[config.mk]
export PLATFORM = sky130hd
export DESIGN_NAME = rfidth_handler
export DESIGN_NICKNAME = d
export VERILOG_FILES = /design/src/logic/rfidth_pkg.sv /design/src/logic/rfidth_handler.sv
export SDC_FILE = /design/constraint.sdc
export NUM_CORES = 1
export LEC_CHECK = 0
export BUFFER_PORTS_ARGS = -buffer_cell sky130_fd_sc_hd__buf_2
export CAP_MARGIN = 30
export CORE_MARGIN = 2
export CORE_UTILIZATION = 30
export CTS_BUF_LIST = sky130_fd_sc_hd__clkbuf_4 sky130_fd_sc_hd__clkbuf_8 sky130_fd_sc_hd__clkbuf_16
export CTS_CLUSTER_DIAMETER = 80
export DETAILED_ROUTE_END_ITERATION = 6
export PLACE_DENSITY_LB_ADDON = 0.12
export SKIP_LAST_GASP = 1
export SLEW_MARGIN = 25
export SYNTH_ARGS = -nofsm -noshare
export SYNTH_HDL_FRONTEND = slang
export SYNTH_SLANG_ARGS = --single-unit
[constraint.sdc]
create_clock -name clk_i -period 2.6 [get_ports clk_i]
set_input_delay 0.52 -clock clk_i [delete_from_list [all_inputs] [get_ports clk_i]]
set_output_delay 0.52 -clock clk_i [all_outputs]
set_load 0.02 [all_outputs]
[src/logic/rfidth_pkg.sv]
// Constants for the telegram command handler: register map, control bits,
// command codes, status values and reset values.
// Assumes a 32-bit classic Wishbone slave with byte addresses in adr_i[7:0].
package rfidth_pkg;
   // Register byte addresses
   localparam logic [7:0] ADR_OUT_CTRL = 8'h00;
   localparam logic [7:0] ADR_OUT_CMD = 8'h04;
   localparam logic [7:0] ADR_OUT_PARAM = 8'h08;
   localparam logic [7:0] ADR_OUT_DATA = 8'h0c;
   localparam logic [7:0] ADR_IN_CTRL = 8'h10;
   localparam logic [7:0] ADR_IN_RESP = 8'h14;
   localparam logic [7:0] ADR_IN_DATA = 8'h18;
   // Control byte bit positions
   localparam int CTL_US = 0;
   localparam int CTL_UM = 1;
   localparam int CTL_DS = 2;
   // Response word field positions
   localparam int RESP_CODE_LSB = 0;
   localparam int RESP_STAT_LSB = 8;
   localparam int RESP_CNT_LSB = 16;
   localparam int RESP_WC_LSB = 24;
   // Reset values; acknowledge bit starts as the inverse of the update bit
   localparam logic [2:0] OUT_CTRL_RST = 3'h1;
   localparam logic [7:0] RC_RST = 8'h00;
   localparam logic [7:0] RC_MAX = 8'hff;
   localparam logic [7:0] RC_WRAP = 8'h01;
   // Status values
   localparam logic [7:0] ST_OK = 8'h00;
   localparam logic [7:0] ST_TAG_GONE = 8'h05;
   localparam logic [7:0] ST_BAD_CMD = 8'h04;
   localparam logic [7:0] WC_NONE = 8'h00;
   // Command codes
   localparam logic [7:0] select_tag_type_cmd = 8'h04;
   localparam logic [7:0] quit_cmd = 8'h02;
   localparam logic [7:0] config_store_cmd = 8'h17;
   localparam logic [7:0] soft_reset_cmd = 8'h16;
   localparam logic [7:0] multiplexed_mode_cmd = 8'h9b;
   localparam logic [7:0] trigger_mode_cmd = 8'h9c;
   localparam logic [7:0] single_fixed_id_read = 8'h01;
   localparam logic [7:0] repeat_fixed_id_read = 8'h1d;
   localparam logic [7:0] single_word_read = 8'h10;
   localparam logic [7:0] repeat_word_read = 8'h19;
   localparam logic [7:0] single_word_write = 8'h40;
   localparam logic [7:0] repeat_word_write = 8'h1a;
   localparam logic [7:0] single_locked_word_write = 8'h47;
   localparam logic [7:0] repeat_locked_word_write = 8'h48;
   localparam logic [7:0] password_mode_cmd = 8'h18;
   localparam logic [7:0] password_change_cmd = 8'h41;
   localparam logic [7:0] password_supply_cmd = 8'h42;
   localparam logic [7:0] single_config_get = 8'h61;
   localparam logic [7:0] repeat_config_get = 8'h68;
   localparam logic [7:0] single_config_write = 8'h12;
   localparam logic [7:0] repeat_config_write = 8'h66;
   localparam logic [7:0] single_fixed_id_write = 8'h1f;
   localparam logic [7:0] repeat_fixed_id_write = 8'h24;
   localparam logic [7:0] tag_identifier_set = 8'hbc;
   localparam logic [7:0] tag_fill_cmd = 8'haa;
   localparam logic [7:0] single_special_id_read = 8'h0a;
   localparam logic [7:0] repeat_special_id_read = 8'h71;
   localparam logic [7:0] single_special_id_program = 8'h0d;
   localparam logic [7:0] repeat_special_id_program = 8'h75;
   localparam logic [7:0] tag_init_cmd = 8'h6b;
   localparam logic [7:0] head_param_read = 8'hbe;
   localparam logic [7:0] head_param_write = 8'hbf;

   typedef enum logic [1:0] {ST_IDLE, ST_EXEC, ST_RPT_IDLE, ST_RPT_EXEC} rfidth_state_t;
endpackage : rfidth_pkg

[src/logic/rfidth_handler.sv]
// Telegram command handler: output and input telegram registers on Wishbone,
// toggle-bit handshaking, command decode, single and repeating execution.
// Assumes a head front end that takes a one-cycle request and answers later
// with a one-cycle done pulse carrying status, word count and data.
`timescale 1ns/1ns
`default_nettype none

// Function
// Master acknowledge equals inverted slave update
// Master toggles update only after acknowledge
// Update bit change accepts command, echoed inverted
// Delete bit change discards pending response
// Response holds code, parameter, status, counter, data; the response word has word count, not parameter
// Unused command data fields are ignored
// Good read reports status zero, word count
// Write and fixed-id reads report count zero
// Master waits for response before next command
// Repeating command runs until another arrives
// Reply counter zero at reset, counts responses
// Reply counter wraps from ff to 01
// Single command runs once, answers immediately
// Repeating command answers, stays active until error
// Repeating mode reports only changed tags
// Tag leaving range reports status five
// System command codes decode
// Fixed-id and word read codes decode
// Word write and locked write codes decode
// Password command codes decode
// Tag configuration codes decode
// Identifier programming codes decode
// Special identifier codes decode
// Head parameter codes decode
module rfidth_handler (
   input wire logic clk_i,
   input wire logic rst_i,
   input wire logic cyc_i,
   input wire logic stb_i,
   input wire logic we_i,
   input wire logic [7:0] adr_i,
   input wire logic [3:0] sel_i,
   input wire logic [31:0] dat_i,
   output logic [31:0] dat_o,
   output logic ack_o,
   output logic head_req_o,
   output logic [7:0] head_code_o,
   output logic [31:0] head_param_o,
   output logic [31:0] head_data_o,
   output logic repeat_active_o,
   input wire logic head_done_i,
   input wire logic [7:0] head_status_i,
   input wire logic [7:0] head_count_i,
   input wire logic [31:0] head_data_i,
   input wire logic head_present_i
);
   // system codes
   // read codes
   // write codes
   // password codes
   // configuration codes
   // identifier codes
   // special codes
   // head parameter codes
   function automatic logic cmd_repeat(input logic [7:0] c);
      return c inside {rfidth_pkg::repeat_fixed_id_read, rfidth_pkg::repeat_word_read,
         rfidth_pkg::repeat_word_write, rfidth_pkg::repeat_locked_word_write,
         rfidth_pkg::repeat_config_get, rfidth_pkg::repeat_config_write,
         rfidth_pkg::repeat_fixed_id_write, rfidth_pkg::repeat_special_id_read,
         rfidth_pkg::repeat_special_id_program};
   endfunction : cmd_repeat

   function automatic logic cmd_reads(input logic [7:0] c);
      return c inside {rfidth_pkg::single_word_read, rfidth_pkg::repeat_word_read,
         rfidth_pkg::single_config_get, rfidth_pkg::repeat_config_get,
         rfidth_pkg::single_special_id_read, rfidth_pkg::repeat_special_id_read,
         rfidth_pkg::head_param_read};
   endfunction : cmd_reads

   function automatic logic cmd_uses_data(input logic [7:0] c);
      return c inside {rfidth_pkg::single_word_write, rfidth_pkg::repeat_word_write,
         rfidth_pkg::single_locked_word_write, rfidth_pkg::repeat_locked_word_write,
         rfidth_pkg::password_change_cmd, rfidth_pkg::password_supply_cmd,
         rfidth_pkg::single_config_write, rfidth_pkg::repeat_config_write,
         rfidth_pkg::single_fixed_id_write, rfidth_pkg::repeat_fixed_id_write,
         rfidth_pkg::tag_identifier_set, rfidth_pkg::tag_fill_cmd,
         rfidth_pkg::single_special_id_program, rfidth_pkg::repeat_special_id_program,
         rfidth_pkg::tag_init_cmd, rfidth_pkg::head_param_write};
   endfunction : cmd_uses_data

   function automatic logic cmd_known(input logic [7:0] c);
      return cmd_repeat(c) || cmd_reads(c) || cmd_uses_data(c) ||
         c inside {rfidth_pkg::select_tag_type_cmd, rfidth_pkg::quit_cmd,
         rfidth_pkg::config_store_cmd, rfidth_pkg::soft_reset_cmd,
         rfidth_pkg::multiplexed_mode_cmd, rfidth_pkg::trigger_mode_cmd,
         rfidth_pkg::single_fixed_id_read, rfidth_pkg::password_mode_cmd};
   endfunction : cmd_known

   logic [2:0] out_ctrl;
   logic [7:0] out_cmd;
   logic [31:0] out_param;
   logic [31:0] out_data;
   logic us_in;
   logic um_echo;
   logic ds_echo;
   logic [7:0] resp_code;
   logic [7:0] resp_stat;
   logic [7:0] resp_wc;
   logic [7:0] reply_cnt;
   logic [31:0] resp_data;
   logic pend_v;
   logic [7:0] pend_code;
   logic [7:0] pend_stat;
   logic [7:0] pend_wc;
   logic [31:0] pend_data;
   logic [31:0] last_data;
   logic last_seen;
   rfidth_pkg::rfidth_state_t st;
   rfidth_pkg::rfidth_state_t next_st;
   logic push;
   logic [7:0] next_stat;
   logic [7:0] next_wc;
   logic [31:0] next_data;
   logic wb_hit;
   logic wb_wr;
   logic del_req;
   logic can_send;
   logic publish;
   logic accept;
   logic issue;

   assign wb_hit = cyc_i && stb_i && !ack_o;
   assign wb_wr = cyc_i && stb_i && we_i && ack_o;
   assign del_req = out_ctrl[rfidth_pkg::CTL_DS] != ds_echo;
   assign can_send = out_ctrl[rfidth_pkg::CTL_US] != us_in;
   // new command detect
   assign accept = (out_ctrl[rfidth_pkg::CTL_UM] == um_echo) && !pend_v && !del_req &&
      (st == rfidth_pkg::ST_IDLE || st == rfidth_pkg::ST_RPT_IDLE);
   assign publish = pend_v && can_send && !del_req;
   // keep repeating
   assign issue = (accept && cmd_known(out_cmd)) ||
      (st == rfidth_pkg::ST_RPT_IDLE && !accept && !pend_v && !del_req);
   assign repeat_active_o = st == rfidth_pkg::ST_RPT_IDLE || st == rfidth_pkg::ST_RPT_EXEC;

   // One-cycle answer to every access; unmapped reads give zero
   always_ff @(posedge clk_i) begin
      if (rst_i) begin
         ack_o <= 1'b0;
      end else begin
         ack_o <= wb_hit;
      end
   end

   always_ff @(posedge clk_i) begin
      if (rst_i) begin
         dat_o <= 32'h0;
      end else if (wb_hit && !we_i) begin
         unique case (adr_i)
            rfidth_pkg::ADR_OUT_CTRL: dat_o <= {29'h0, out_ctrl};
            rfidth_pkg::ADR_OUT_CMD: dat_o <= {24'h0, out_cmd};
            rfidth_pkg::ADR_OUT_PARAM: dat_o <= out_param;
            rfidth_pkg::ADR_OUT_DATA: dat_o <= out_data;
            rfidth_pkg::ADR_IN_CTRL: dat_o <= {29'h0, ds_echo, um_echo, us_in};
            // response layout
            rfidth_pkg::ADR_IN_RESP: dat_o <= {resp_wc, reply_cnt, resp_stat, resp_code};
            rfidth_pkg::ADR_IN_DATA: dat_o <= resp_data;
            default: dat_o <= 32'h0;
         endcase
      end
   end

   always_ff @(posedge clk_i) begin
      if (rst_i) begin
         out_ctrl <= rfidth_pkg::OUT_CTRL_RST;
         out_cmd <= 8'h00;
      end else if (wb_wr && sel_i[0]) begin
         if (adr_i == rfidth_pkg::ADR_OUT_CTRL) begin
            out_ctrl <= dat_i[2:0];
         end
         if (adr_i == rfidth_pkg::ADR_OUT_CMD) begin
            out_cmd <= dat_i[7:0];
         end
      end
   end

   for (genvar b = 0; b < 4; b++) begin : g_lane
      always_ff @(posedge clk_i) begin
         if (rst_i) begin
            out_param[8*b +: 8] <= 8'h00;
            out_data[8*b +: 8] <= 8'h00;
         end else if (wb_wr && sel_i[b]) begin
            if (adr_i == rfidth_pkg::ADR_OUT_PARAM) begin
               out_param[8*b +: 8] <= dat_i[8*b +: 8];
            end
            if (adr_i == rfidth_pkg::ADR_OUT_DATA) begin
               out_data[8*b +: 8] <= dat_i[8*b +: 8];
            end
         end
      end
   end

   // Command latch and echo of the master update bit
   always_ff @(posedge clk_i) begin
      if (rst_i) begin
         um_echo <= ~rfidth_pkg::OUT_CTRL_RST[rfidth_pkg::CTL_UM];
         head_code_o <= 8'h00;
         head_param_o <= 32'h0;
         head_data_o <= 32'h0;
      end else if (accept) begin
         // echo inverted
         um_echo <= ~out_ctrl[rfidth_pkg::CTL_UM];
         head_code_o <= out_cmd;
         head_param_o <= out_param;
         // drop unused data
         head_data_o <= cmd_uses_data(out_cmd) ? out_data : 32'h0;
      end
   end

   always_ff @(posedge clk_i) begin
      if (rst_i) begin
         head_req_o <= 1'b0;
      end else begin
         head_req_o <= issue;
      end
   end

   always_comb begin
      next_st = st;
      push = 1'b0;
      next_stat = head_status_i;
      next_wc = rfidth_pkg::WC_NONE;
      next_data = head_data_i;
      unique case (st)
         rfidth_pkg::ST_IDLE, rfidth_pkg::ST_RPT_IDLE: begin
            if (accept && cmd_known(out_cmd)) begin
               next_st = cmd_repeat(out_cmd) ? rfidth_pkg::ST_RPT_EXEC : rfidth_pkg::ST_EXEC;
            end else if (accept) begin
               // Unknown code ends any repeat and answers at once
               push = 1'b1;
               next_stat = rfidth_pkg::ST_BAD_CMD;
               next_data = 32'h0;
               next_st = rfidth_pkg::ST_IDLE;
            end else if (issue) begin
               next_st = rfidth_pkg::ST_RPT_EXEC;
            end
         end
         rfidth_pkg::ST_EXEC: begin
            // single run answers
            if (head_done_i) begin
               push = 1'b1;
               next_st = rfidth_pkg::ST_IDLE;
               // read word count
               if (cmd_reads(head_code_o) && head_status_i == rfidth_pkg::ST_OK) begin
                  next_wc = head_count_i;
               end
            end
         end
         rfidth_pkg::ST_RPT_EXEC: begin
            if (head_done_i) begin
               next_st = rfidth_pkg::ST_RPT_IDLE;
               if (head_status_i == rfidth_pkg::ST_OK && head_present_i) begin
                  // only changed tags
                  push = !last_seen || head_data_i != last_data;
                  if (cmd_reads(head_code_o)) begin
                     next_wc = head_count_i;
                  end
               end else if (!head_present_i || head_status_i == rfidth_pkg::ST_TAG_GONE) begin
                  // tag left range
                  push = last_seen;
                  next_stat = rfidth_pkg::ST_TAG_GONE;
                  next_data = 32'h0;
               end else begin
                  // error ends repeat
                  push = 1'b1;
                  next_st = rfidth_pkg::ST_IDLE;
               end
            end
         end
      endcase
   end

   always_ff @(posedge clk_i) begin
      if (rst_i) begin
         st <= rfidth_pkg::ST_IDLE;
      end else begin
         st <= next_st;
      end
   end

   // Last tag reported in repeating mode
   always_ff @(posedge clk_i) begin
      if (rst_i) begin
         last_seen <= 1'b0;
         last_data <= 32'h0;
      end else if (accept) begin
         last_seen <= 1'b0;
      end else if (head_done_i && st != rfidth_pkg::ST_IDLE && st != rfidth_pkg::ST_RPT_IDLE) begin
         last_seen <= head_present_i && head_status_i == rfidth_pkg::ST_OK;
         last_data <= head_data_i;
      end
   end

   // Pending response slot; a new response wins over a clear in the same cycle
   always_ff @(posedge clk_i) begin
      if (rst_i) begin
         pend_v <= 1'b0;
         pend_code <= 8'h00;
         pend_stat <= rfidth_pkg::ST_OK;
         pend_wc <= rfidth_pkg::WC_NONE;
         pend_data <= 32'h0;
      end else if (push) begin
         pend_v <= 1'b1;
         pend_code <= accept ? out_cmd : head_code_o;
         pend_stat <= next_stat;
         // no count on writes
         pend_wc <= next_wc;
         pend_data <= next_data;
      end else if (del_req || publish) begin
         // discard stale entry
         pend_v <= 1'b0;
      end
   end

   always_ff @(posedge clk_i) begin
      if (rst_i) begin
         ds_echo <= rfidth_pkg::OUT_CTRL_RST[rfidth_pkg::CTL_DS];
      end else if (del_req) begin
         ds_echo <= out_ctrl[rfidth_pkg::CTL_DS];
      end
   end

   always_ff @(posedge clk_i) begin
      if (rst_i) begin
         us_in <= 1'b0;
         reply_cnt <= rfidth_pkg::RC_RST;
         resp_code <= 8'h00;
         resp_stat <= rfidth_pkg::ST_OK;
         resp_wc <= rfidth_pkg::WC_NONE;
         resp_data <= 32'h0;
      end else if (publish) begin
         // publish response
         us_in <= ~us_in;
         resp_code <= pend_code;
         resp_stat <= pend_stat;
         resp_wc <= pend_wc;
         resp_data <= pend_data;
         // count each response
         // skip zero on wrap
         reply_cnt <= (reply_cnt == rfidth_pkg::RC_MAX) ? rfidth_pkg::RC_WRAP : reply_cnt + 8'h01;
      end
   end

   property p_um_echo;
      @(posedge clk_i) disable iff (rst_i)
      accept |=> um_echo != $past(out_ctrl[rfidth_pkg::CTL_UM]) && head_code_o == $past(out_cmd);
   endproperty
   a_um_echo: assert property (p_um_echo) else $error("update echo wrong");

   property p_delete;
      @(posedge clk_i) disable iff (rst_i)
      del_req && !push |=> !pend_v && ds_echo == $past(out_ctrl[rfidth_pkg::CTL_DS]);
   endproperty
   a_delete: assert property (p_delete) else $error("delete not honoured");

   property p_publish;
      @(posedge clk_i) disable iff (rst_i)
      publish |=> us_in != $past(us_in) && resp_code == $past(pend_code) && resp_stat == $past(pend_stat);
   endproperty
   a_publish: assert property (p_publish) else $error("response not published");

   property p_unused_data;
      @(posedge clk_i) disable iff (rst_i)
      accept && !cmd_uses_data(out_cmd) |=> head_data_o == 32'h0;
   endproperty
   a_unused_data: assert property (p_unused_data) else $error("unused data passed");

   property p_zero_count;
      @(posedge clk_i) disable iff (rst_i)
      publish && !cmd_reads(pend_code) |=> resp_wc == 8'h00;
   endproperty
   a_zero_count: assert property (p_zero_count) else $error("write count not zero");

   property p_count_step;
      @(posedge clk_i) disable iff (rst_i)
      publish && reply_cnt != 8'hff |=> reply_cnt == $past(reply_cnt) + 8'h01;
   endproperty
   a_count_step: assert property (p_count_step) else $error("reply counter step");

   property p_count_wrap;
      @(posedge clk_i) disable iff (rst_i)
      publish && reply_cnt == 8'hff |=> reply_cnt == 8'h01;
   endproperty
   a_count_wrap: assert property (p_count_wrap) else $error("reply counter wrap");

   property p_single_run;
      @(posedge clk_i) disable iff (rst_i)
      accept && cmd_known(out_cmd) |=> head_req_o ##1 !head_req_o;
   endproperty
   a_single_run: assert property (p_single_run) else $error("request not single");

   property p_repeat_on;
      @(posedge clk_i) disable iff (rst_i)
      st == rfidth_pkg::ST_RPT_IDLE && !accept && !pend_v && !del_req |=> head_req_o;
   endproperty
   a_repeat_on: assert property (p_repeat_on) else $error("repeat stalled");

   property p_same_tag;
      @(posedge clk_i) disable iff (rst_i)
      st == rfidth_pkg::ST_RPT_EXEC && head_done_i && head_present_i && last_seen &&
         head_status_i == rfidth_pkg::ST_OK && head_data_i == last_data |=> !pend_v;
   endproperty
   a_same_tag: assert property (p_same_tag) else $error("same tag reported");

   property p_tag_gone;
      @(posedge clk_i) disable iff (rst_i)
      st == rfidth_pkg::ST_RPT_EXEC && head_done_i && !head_present_i && last_seen |=>
         pend_v && pend_stat == 8'h05;
   endproperty
   a_tag_gone: assert property (p_tag_gone) else $error("tag loss not reported");
endmodule : rfidth_handler

`default_nettype wire

# Word-level counts from Yosys, hierarchy flattened
# Cells that the tools add are included.
[totals]
regBits = 340
latchBits = 0
ram_bits = 0
romBits = 0
input_bits = 99
out_inout_bits = 107
memories = 0
[op_classes]
n_addsub = 1
multipliers = 0
div_mod_pow = 0
n_lt_le_gt_ge = 0
n_eq_ne = 58
shifts = 0
n_mux = 40
n_bitwise = 3
n_reduce_logical = 62
[op_table]
columns = ["cell", "count"]
rows = [
  ["case mux 32 bit (7 select lines)", 1],
  ["two-way mux 32 bit", 6],
  ["equality test 8 x 5 -> 1 bit (second input constant)", 14],
  ["equality test 8 x 7 -> 1 bit (second input constant)", 14],
  ["two-way mux 8 bit", 12],
  ["equality test 8 bit (second input constant)", 8],
  ["case mux 32 bit (2 select lines)", 1],
  ["equality test 8 x 4 -> 1 bit (second input constant)", 5],
  ["inequality test 32 bit", 1],
  ["case mux 8 bit (2 select lines)", 2],
  ["equality test 8 x 3 -> 1 bit (second input constant)", 3],
  ["logical AND 1 bit", 22],
  ["AND reduction 2 bit", 11],
  ["zero test 8 bit", 2],
  ["two-way mux 2 bit", 8],
  ["nonzero test 16 bit", 1],
  ["nonzero test 7 bit", 2],
  ["logical OR 1 bit", 9],
  ["nonzero test 9 bit", 1],
  ["adder 8 x 1 -> 8 bit (second input constant)", 1],
  ["equality test 8 x 1 -> 1 bit (second input constant)", 1],
  ["equality test 8 x 2 -> 1 bit (second input constant)", 1],
  ["equality test 8 x 6 -> 1 bit (second input constant)", 1],
  ["two-way mux 1 bit", 8],
  ["other kinds (15)", 29],
]

# Longest topological paths before layout
# Gate-level depths: netlist (run 1).
[logic_depth]
depth_word = 13
depth_mapped = 11
mapped_depth_nobuf = 7

# Least setup slack after synthesis (run 1)
# OpenSTA, ideal clock, no wires.
[synth_path]
path_kind = "input port to flip-flop"
from = "input port head_status_i[1]"
to = "register pend_data[16]"
arrival_time_ns = 2.349
setup_slack_ns = 0.134
cell_stages = 8
n_path_buf = 2
path_cell_list = "nor4_1 nand2_1 or4_4 nor4_4 nor4b_1 buf_2 buf_2 a22o_1"
[synth_between]
elab_chain_len = 6
word_cells_on_any_way = 12
[synth_lines]
columns = ["element", "line", "source"]
rows = [
  ["start, declared", "rfidth_handler.sv:50", "input wire logic [7:0] head_status_i,"],
  ["equality test 8 x 3 -> 1 bit", "rfidth_handler.sv:265", "end else if (!head_present_i || head_status_i == rfidth_pkg::ST_TAG_GONE) begin"],
  ["logical OR 1 bit", "rfidth_handler.sv:265", ""],
  ["two-way mux 1 bit or two-way mux 32 bit (tied branches)", "rfidth_handler.sv:265", ""],
  ["two-way mux 1 bit or two-way mux 32 bit (tied branches)", "rfidth_handler.sv:259", "if (head_status_i == rfidth_pkg::ST_OK && head_present_i) begin"],
  ["two-way mux 1 bit or two-way mux 32 bit (tied branches)", "rfidth_handler.sv:257", "if (head_done_i) begin"],
  ["case mux 1 bit (3 select lines) or case mux 32 bit (2 select lines) (tied branches)", "rfidth_handler.sv:231", "unique case (st)"],
  ["end signal, assigned", "rfidth_handler.sv:315", "pend_data <= next_data;"],
  ["end, declared", "rfidth_handler.sv:113", "logic [31:0] pend_data;"],
]
# Several ways; a longest one is shown, not always the timed one.
# A chain may end at the register's enable or synchronous reset.

# Worst setup path in the final report (run 1)
[layout_path]
from = "register out_cmd[4]"
to = "register pend_data[0]"
[layout_between]
elab_chain_len = 8
word_cells_on_any_way = 44
[layout_lines]
columns = ["element", "line", "source"]
rows = [
  ["start, declared", "rfidth_handler.sv:98", "logic [7:0] out_cmd;"],
  ["start signal, assigned", "rfidth_handler.sv:179", "out_cmd <= dat_i[7:0];"],
  ["equality test 8 x 5 -> 1 bit, or another cell as far along", "rfidth_handler.sv:64", "return c inside {rfidth_pkg::repeat_fixed_id_read, rfidth_pkg::repeat_word_read,"],
  ["nonzero test 9 bit or nonzero test 7 bit (tied branches)", "rfidth_handler.sv:64, rfidth_handler.sv:72", ""],
  ["logical OR 1 bit (2 in series)", "rfidth_handler.sv:90", "return cmd_repeat(c) || cmd_reads(c) || cmd_uses_data(c) ||"],
  ["logical OR 1 bit *", "rfidth_handler.sv:91", "c inside {rfidth_pkg::select_tag_type_cmd, rfidth_pkg::quit_cmd,"],
  ["logical AND 1 bit *", "rfidth_handler.sv:233", "if (accept && cmd_known(out_cmd)) begin"],
  ["two-way mux 1 bit or two-way mux 32 bit (tied branches)", "rfidth_handler.sv:233", ""],
  ["case mux 1 bit (3 select lines) or case mux 32 bit (2 select lines) (tied branches)", "rfidth_handler.sv:231", ""],
]
# Mark *: on every way between the ends. The rest lies on a longest branch, timed or not.

==> out/qor.yml, run 1 <==
setup_path:
  required_ns: 3.04
  critPathLaunchType: "flop"
  path_class: "reg -> reg"
  worstPathArrival_ns: 2.85
  cp_max_fo: 38
  critPathCaptureType: "flop"
floorplan:
  coreArea_sq_um: 44200
  fp.dieW_um: 216
  rows: 77
  die-height_um: 216
  die_area_sq_um: 46500
  start_util_pct: 30.4
  ioPinCount: 206
final_layout:
  layout_common_cells: "dfxtp_1, nand2_1, buf_2, a21oi_1, nor2_1"
  drive_gt1_share_pct: 22.5
  multi_input_area_sq_um: 6140
  syn_to_final_growth_pct: 26.8
  finalCoreUtilization_pct: 38.5
  final-seq-area_sq_um: 6810
  fillCellCount: 4506
  final_common_cell: "dfxtp_1"
  layout.nets: 1828
sta:
  clock.fmax_mhz: 415
  finClkSkew_ns: 0.0123
  setup_violations: 0
  setup_slack_ns: 0.190
  drv_slew: 0
  hold_viol: 0
  finalCritPeriodShare_pct: 92.7
  rsz0062_at_grt: "false"
  relSlewSlack_pct: 53.8
  fin_crit_ns: 2.41
  fin_tns_setup_ns: 0
  hold_slack_ns: 0.212
  tightest_slew_ns: 0.691
place:
  hpwl_um: 31300
  gp_routability_congestion: 0.815
  port_buffers: 205
  dpl_worst_slack_ns: -0.336
min_path:
  hold_path.class: "in -> reg"
clock_network:
  cts_tree: "done"
  clock_latency_ns: 0.55
  cts_num_sinks: 340
  hold_buffers: 0
  cts_setup_buffers: 0
  clk_path_buf_depth: 3
  cts_root_buf: "clkbuf_16"
  clkTransAtPathRegs_ns: 0.06
  post_cts_resize_count: 0
  htree_num_levels: 2
  cts_buffers: 40
status:
  outcome: "finished, final reports clean"
drt:
  routed_wl_um: 44000
  post_drt_wl_per_cell_um: 18.7
  drt.antenna.violating_nets: 0
  drt-pass1-iter-count: 5
  drc: 0
  viasPerCell: 4.94
  drtIter0Drc: 730
  via_count: 11600
logic_synthesis:
  synth_fp_nets: 1609
  netlist_area_sq_um: 13400
  syn_area_per_cell_sq_um: 8.90
  ys_ff_latch: 340
  synth-edff-count: 0
  yosys.area_share.simple_pct: 17.7
  yosysUniqueCellTypes: 60
  synth_seq_area_share_pct: 50.7
  synth_compound_area_share_pct: 18.5
  async_flop_share_pct: 0
  synth_xor_area_share_pct: 2.81
  synthAdderAreaFrac_pct: 0.0932
  yosysWarnings: 0
  synth_top_family_by_area: "compound AO/OA/AOI/OAI gates"
  synth.area.mux_share_pct: 6.20
  synthCells: 1509
  synth_flop_cell: "dfxtp_1"
pwr:
  irDropWorstVdd_uv: 394
  powerDensity_nw_per_um2: 708
  p_leak_nw: 6.52
run:
  maxCapViolations: 0
global_routing:
  antenna_found_initial: 2
  grt_overflow: 0
  grt_max_degree: 111
  grt_util_all_layers_pct: 18.6
  grt_pass1_vias: 11050
  grt_pass1_wl_um: 67800
where the power goes:
part	switching [mW]	internal (mW)	total (mW)	leakage [nW]
Clock	2.23	3.34	5.57	0.655
Combinational	0.740	0.342	1.08	3.13
Sequential	0.0884	5.32	5.41	2.74
Total	3.06	9.00	12.1	6.52
critical path, cell delays in order (launching register included):
cell	delay, ns
dfxtp_1	0.42
buf_4	0.21
nor2_1	0.05
a32o_1	0.27
a221oi_1	0.38
nand4_1	0.16
nor2_1	0.19
buf_4	0.18
nor3_4	0.04
buf_12	0.20
a22o_1	0.19
per-stage QoR:
stage	power (mW)	std cells	area (sq um)
6_report	12.1	2349	17000
5_1_grt	12.5	2347	17000
3_5_place_dp	6.63	2278	15700
3_3_place_gp	6.62	2278	15700
2_1_floorplan	6.13	1509	13400
4_1_cts	12.2	2347	17000
cell type report:
type / instances / area share, %
multi-input combinational: 1036 / 36.0
inverter: 13 / 0.287
antenna: 2 / 0.0294
sequential: 340 / 40.0
clock inverter: 6 / 0.463
clock buffer: 63 / 7.19
tap: 592 / 4.35
timing repair buffer: 297 / 11.6
layer usage:
metal	wire, um	global-route usage (%)	share of wire (%)	vias up
met3	2210	3.21	5.0	57
met4	1110	6.18	2.5	0
met1	22000	27.2	50	5500
met2	18700	27.6	42	298
li1	-	-	-	5745
met5	0	0	0	-
cell families (layout without fill, tap and decap cells):
group                      count (synthesis)  count (layout)
xor gates and xnor gates                  43              43
DFF                                      340             340
buffers and inverters                    133             379
muxes                                     83              83
and+or+nand+nor                          534             534
AOI/OAI and AO/OA                        375             375
other                                      0               2
adders and majority gates                  1               1
state kept, by name (all words and copies together) (netlist names), 32 cells and up:
| signal | cells |
|---|---|
| dat_o | 32 |
| head_data_o | 32 |
| head_param_o | 32 |
| last_data | 32 |
| out_data | 32 |
| out_param | 32 |
| pend_data | 32 |
| resp_data | 32 |
worst paths after layout:
check        slack (ns)                           from  cells after the start                             to
max                0.19        out_cmd[4]$_SDFFE_PP0P_                     10      pend_data[0]$_SDFFE_PP0P_
min                0.21                head_count_i[2]                      3        pend_wc[2]$_SDFFE_PP0P_
max reg2reg        0.19        out_cmd[4]$_SDFFE_PP0P_                     10      pend_data[0]$_SDFFE_PP0P_
min reg2reg        0.45  head_param_o[15]$_SDFFE_PP0P_                      2  head_param_o[15]$_SDFFE_PP0P_
cells in the mapped netlist (all sizes together) (10+ instances only):
master | instances | area share (%)
clkbuf | 94 | 2.6
nand2 | 289 | 8.1
nand2b | 10 | 0.47
nand3 | 11 | 0.41
inv | 13 | 0.36
buf | 26 | 1.1
mux2i | 82 | 6.1
a22o | 72 | 4.7
a21oi | 181 | 6.7
xor2 | 38 | 2.5
nor2 | 136 | 3.9
nand4 | 10 | 0.47
o21ai | 12 | 0.45
nor4 | 15 | 0.81
a22oi | 62 | 3.5
and3 | 11 | 0.51
dfxtp | 340 | 51
(Power assumes the default switching activity.)
==> run 2: changes to the inputs <==
- RECOVER_POWER: not set -> 25
==> out/qor.yml, run 2 (same netlist as run 1, synthesis figures left out) <==
global_routing:
  grt_util_all_layers_pct: 18.6  # unchanged
  grt_pass1_wl_um: 67800  # unchanged
  grt_overflow: 0  # unchanged
  grt_pass1_vias: 11050  # unchanged
  grt_max_degree: 111  # unchanged
  antenna_found_initial: 2  # unchanged
pwr:
  irDropWorstVdd_uv: 394  # about the same
  netSwitchingPower_mw: 3.05  # was 3.06 mW
  sw_frac_of_total_pct: 25.4  # about the same
  pwr-share-comb_pct: 9.0  # about the same
  p_leak_nw: 6.18  # was 6.52 nW
  powerDensity_nw_per_um2: 713  # was 708 nW/um^2
  p_seq_share_pct: 44.9  # was 44.8%
  p_int_mw: 8.99  # was 9.00 mW
  pwr-share-clk_pct: 46.2  # about the same
setup_path:
  required_ns: 3.04  # about the same
  path_class: "reg -> reg"  # unchanged
  crit_end: "pend_data[0]$_SDFFE_PP0P_"  # unchanged
  critical_path.startpoint: "out_cmd[4]$_SDFFE_PP0P_"  # unchanged
  r2r_slack_ns: 0.19  # about the same
  critPathCaptureType: "flop"  # unchanged
  worstPathArrival_ns: 2.85  # about the same
  r2r_cells: 10  # unchanged
  r2r-end: "pend_data[0]$_SDFFE_PP0P_"  # unchanged
  critPathLaunchType: "flop"  # unchanged
  cp_max_fo: 38  # unchanged
  r2r_start: "out_cmd[4]$_SDFFE_PP0P_"  # unchanged
clock_network:
  cts_num_sinks: 340  # unchanged
  htree_num_levels: 2  # unchanged
  cts_setup_buffers: 0  # unchanged
  clkTransAtPathRegs_ns: 0.06  # about the same
  cts_tree: "done"  # unchanged
  clock_latency_ns: 0.55  # about the same
  cts_root_buf: "clkbuf_16"  # unchanged
  clk_path_buf_depth: 3  # unchanged
  cts_buffers: 40  # unchanged
final_layout:
  layout_common_cells: "dfxtp_1, nand2_1, a21oi_1, nor2_1, buf_2"  # was dfxtp_1, nand2_1, buf_2, a21oi_1, nor2_1
  drive_gt1_share_pct: 18.2  # was 22.5%
  layout.nets: 1828  # unchanged
  finalCoreUtilization_pct: 38.2  # was 38.5%
  final_common_cell: "dfxtp_1"  # unchanged
  syn_to_final_growth_pct: 26.0  # was 26.8%
  fin_area_sq_um: 16900  # was 17000 sq um
floorplan:
  die-height_um: 216  # unchanged
  ioPinCount: 206  # unchanged
  die_area_sq_um: 46500  # unchanged
  coreArea_sq_um: 44200  # unchanged
  fp.dieW_um: 216  # unchanged
  start_util_pct: 30.4  # unchanged
  rows: 77  # unchanged
drt:
  post_drt_wl_per_cell_um: 18.8  # was 18.7 um
  via_count: 11565  # was 11600
  routed.top_layer: "met4"  # unchanged
  drtIter0Drc: 774  # was 730
  routed_wl_um: 44000  # about the same
  drt.antenna.violating_nets: 0  # unchanged
  met3_wirelength_um: 2070  # was 2210 um
  viasPerCell: 4.92  # was 4.94
  met2_length_um: 18700  # about the same
  drt-met1-wl_um: 22100  # was 22000 um
  drc: 0  # unchanged
  drt-pass1-iter-count: 7  # was 5
sta:
  setup_slack_ns: 0.191  # was 0.190 ns
  relSlewSlack_pct: 10.5  # was 53.8%
  hold_viol: 0  # unchanged
  finClkSkew_ns: 0.0125  # was 0.0123 ns
  clock.fmax_mhz: 415  # about the same
  setup_violations: 0  # unchanged
  fin_crit_ns: 2.41  # about the same
  rsz0062_at_grt: "false"  # unchanged
  drv_slew: 0  # unchanged
  finalCritPeriodShare_pct: 92.6  # was 92.7%
  tightest_slew_ns: 1.34  # was 0.691 ns
place:
  gp_routability_congestion: 0.815  # unchanged
  hpwl_um: 31300  # unchanged
  port_buffers: 205  # unchanged
  dpl-instance-area_sq_um: 15700  # unchanged
  dpl_worst_slack_ns: -0.336  # unchanged
status:
  outcome: "finished, final reports clean"  # unchanged
run:
  maxCapViolations: 0  # unchanged
min_path:
  hold_path.class: "in -> reg"  # unchanged
==> run 2: cell types whose count changed in the layout (fill, tap and decap cells not counted), sizes merged <==
cell    delta
buf       -78
clkbuf    +78
==> run 2: cell type report <==
cell class,count,area [sq um]
clock inverter,6,78.8
sequential,340,6810
inverter,13,48.8
antenna,2,5.00
timing repair buffer,297,1860
multi-input combinational,1036,6140
tap,592,741
fill,4548,27300
clock buffer,63,1220
==> run 2: metrics by stage <==
| step | power (mW) | std cells | setup TNS, ns | hold slack [ns] |
|---|---|---|---|---|
| floorplan | 6.13 | 1509 | 0 | 0.429 |
| global placement | 6.62 | 2278 | -17.50 | 0.442 |
| detailed placement | 6.63 | 2278 | -17.24 | 0.443 |
| CTS | 12.2 | 2347 | 0 | 0.180 |
| global route | 12.5 | 2347 | 0 | 0.201 |
| finish | 12.0 | 2349 | 0 | 0.211 |
==> run 2: worst max-delay path, stage by stage (launching register included) <==
cell and delay, ns:
dfxtp_1 0.42, buf_4 0.21, nor2_1 0.05, a32o_1 0.27
a221oi_1 0.38, nand4_1 0.16, nor2_1 0.19, buf_4 0.18
nor3_4 0.05, buf_12 0.20, a22o_1 0.19
==> run 2: worst min-delay path by stage <==
| stage | startpoint | to | slack, ns | cells after the start |
|---|---|---|---|---|
| after floorplan | pend_stat[2]$_SDFFE_PP0P_ | resp_stat[2]$_SDFFE_PP0P_ | 0.43 | 2 |
| after global placement | head_param_o[10]$_SDFFE_PP0P_ | head_param_o[10]$_SDFFE_PP0P_ | 0.44 | 2 |
| after detailed placement | head_param_o[21]$_SDFFE_PP0P_ | head_param_o[21]$_SDFFE_PP0P_ | 0.44 | 2 |
| after CTS | head_count_i[2] | pend_wc[2]$_SDFFE_PP0P_ | 0.18 | 3 |
| after global routing | head_count_i[3] | pend_wc[3]$_SDFFE_PP0P_ | 0.20 | 3 |
| final | head_count_i[2] | pend_wc[2]$_SDFFE_PP0P_ | 0.21 | 3 |
==> run 2: power groups by stage <==
stage | registers [mW] | clock network [mW] | logic [mW]
after floorplan | 5.49 | 0 | 0.638
after global placement | 5.52 | 0 | 1.10
after detailed placement | 5.52 | 0 | 1.11
after CTS | 5.41 | 5.72 | 1.11
after global routing | 5.42 | 5.94 | 1.19
final | 5.41 | 5.56 | 1.08
==> run 2: what timing repair did <==
item                       4_1_cts  5_1_grt
resized for setup                0        6
hold buffers                     0        0
setup endpoints to repair        0       57
==> run 2: per-layer routing <==
layer / global-route usage (%) / vias to the layer above
li1: - / 5751
met1: 27.2 / 5477
met2: 27.6 / 284
met3: 3.21 / 53
met4: 6.18 / 0
met5: 0 / -
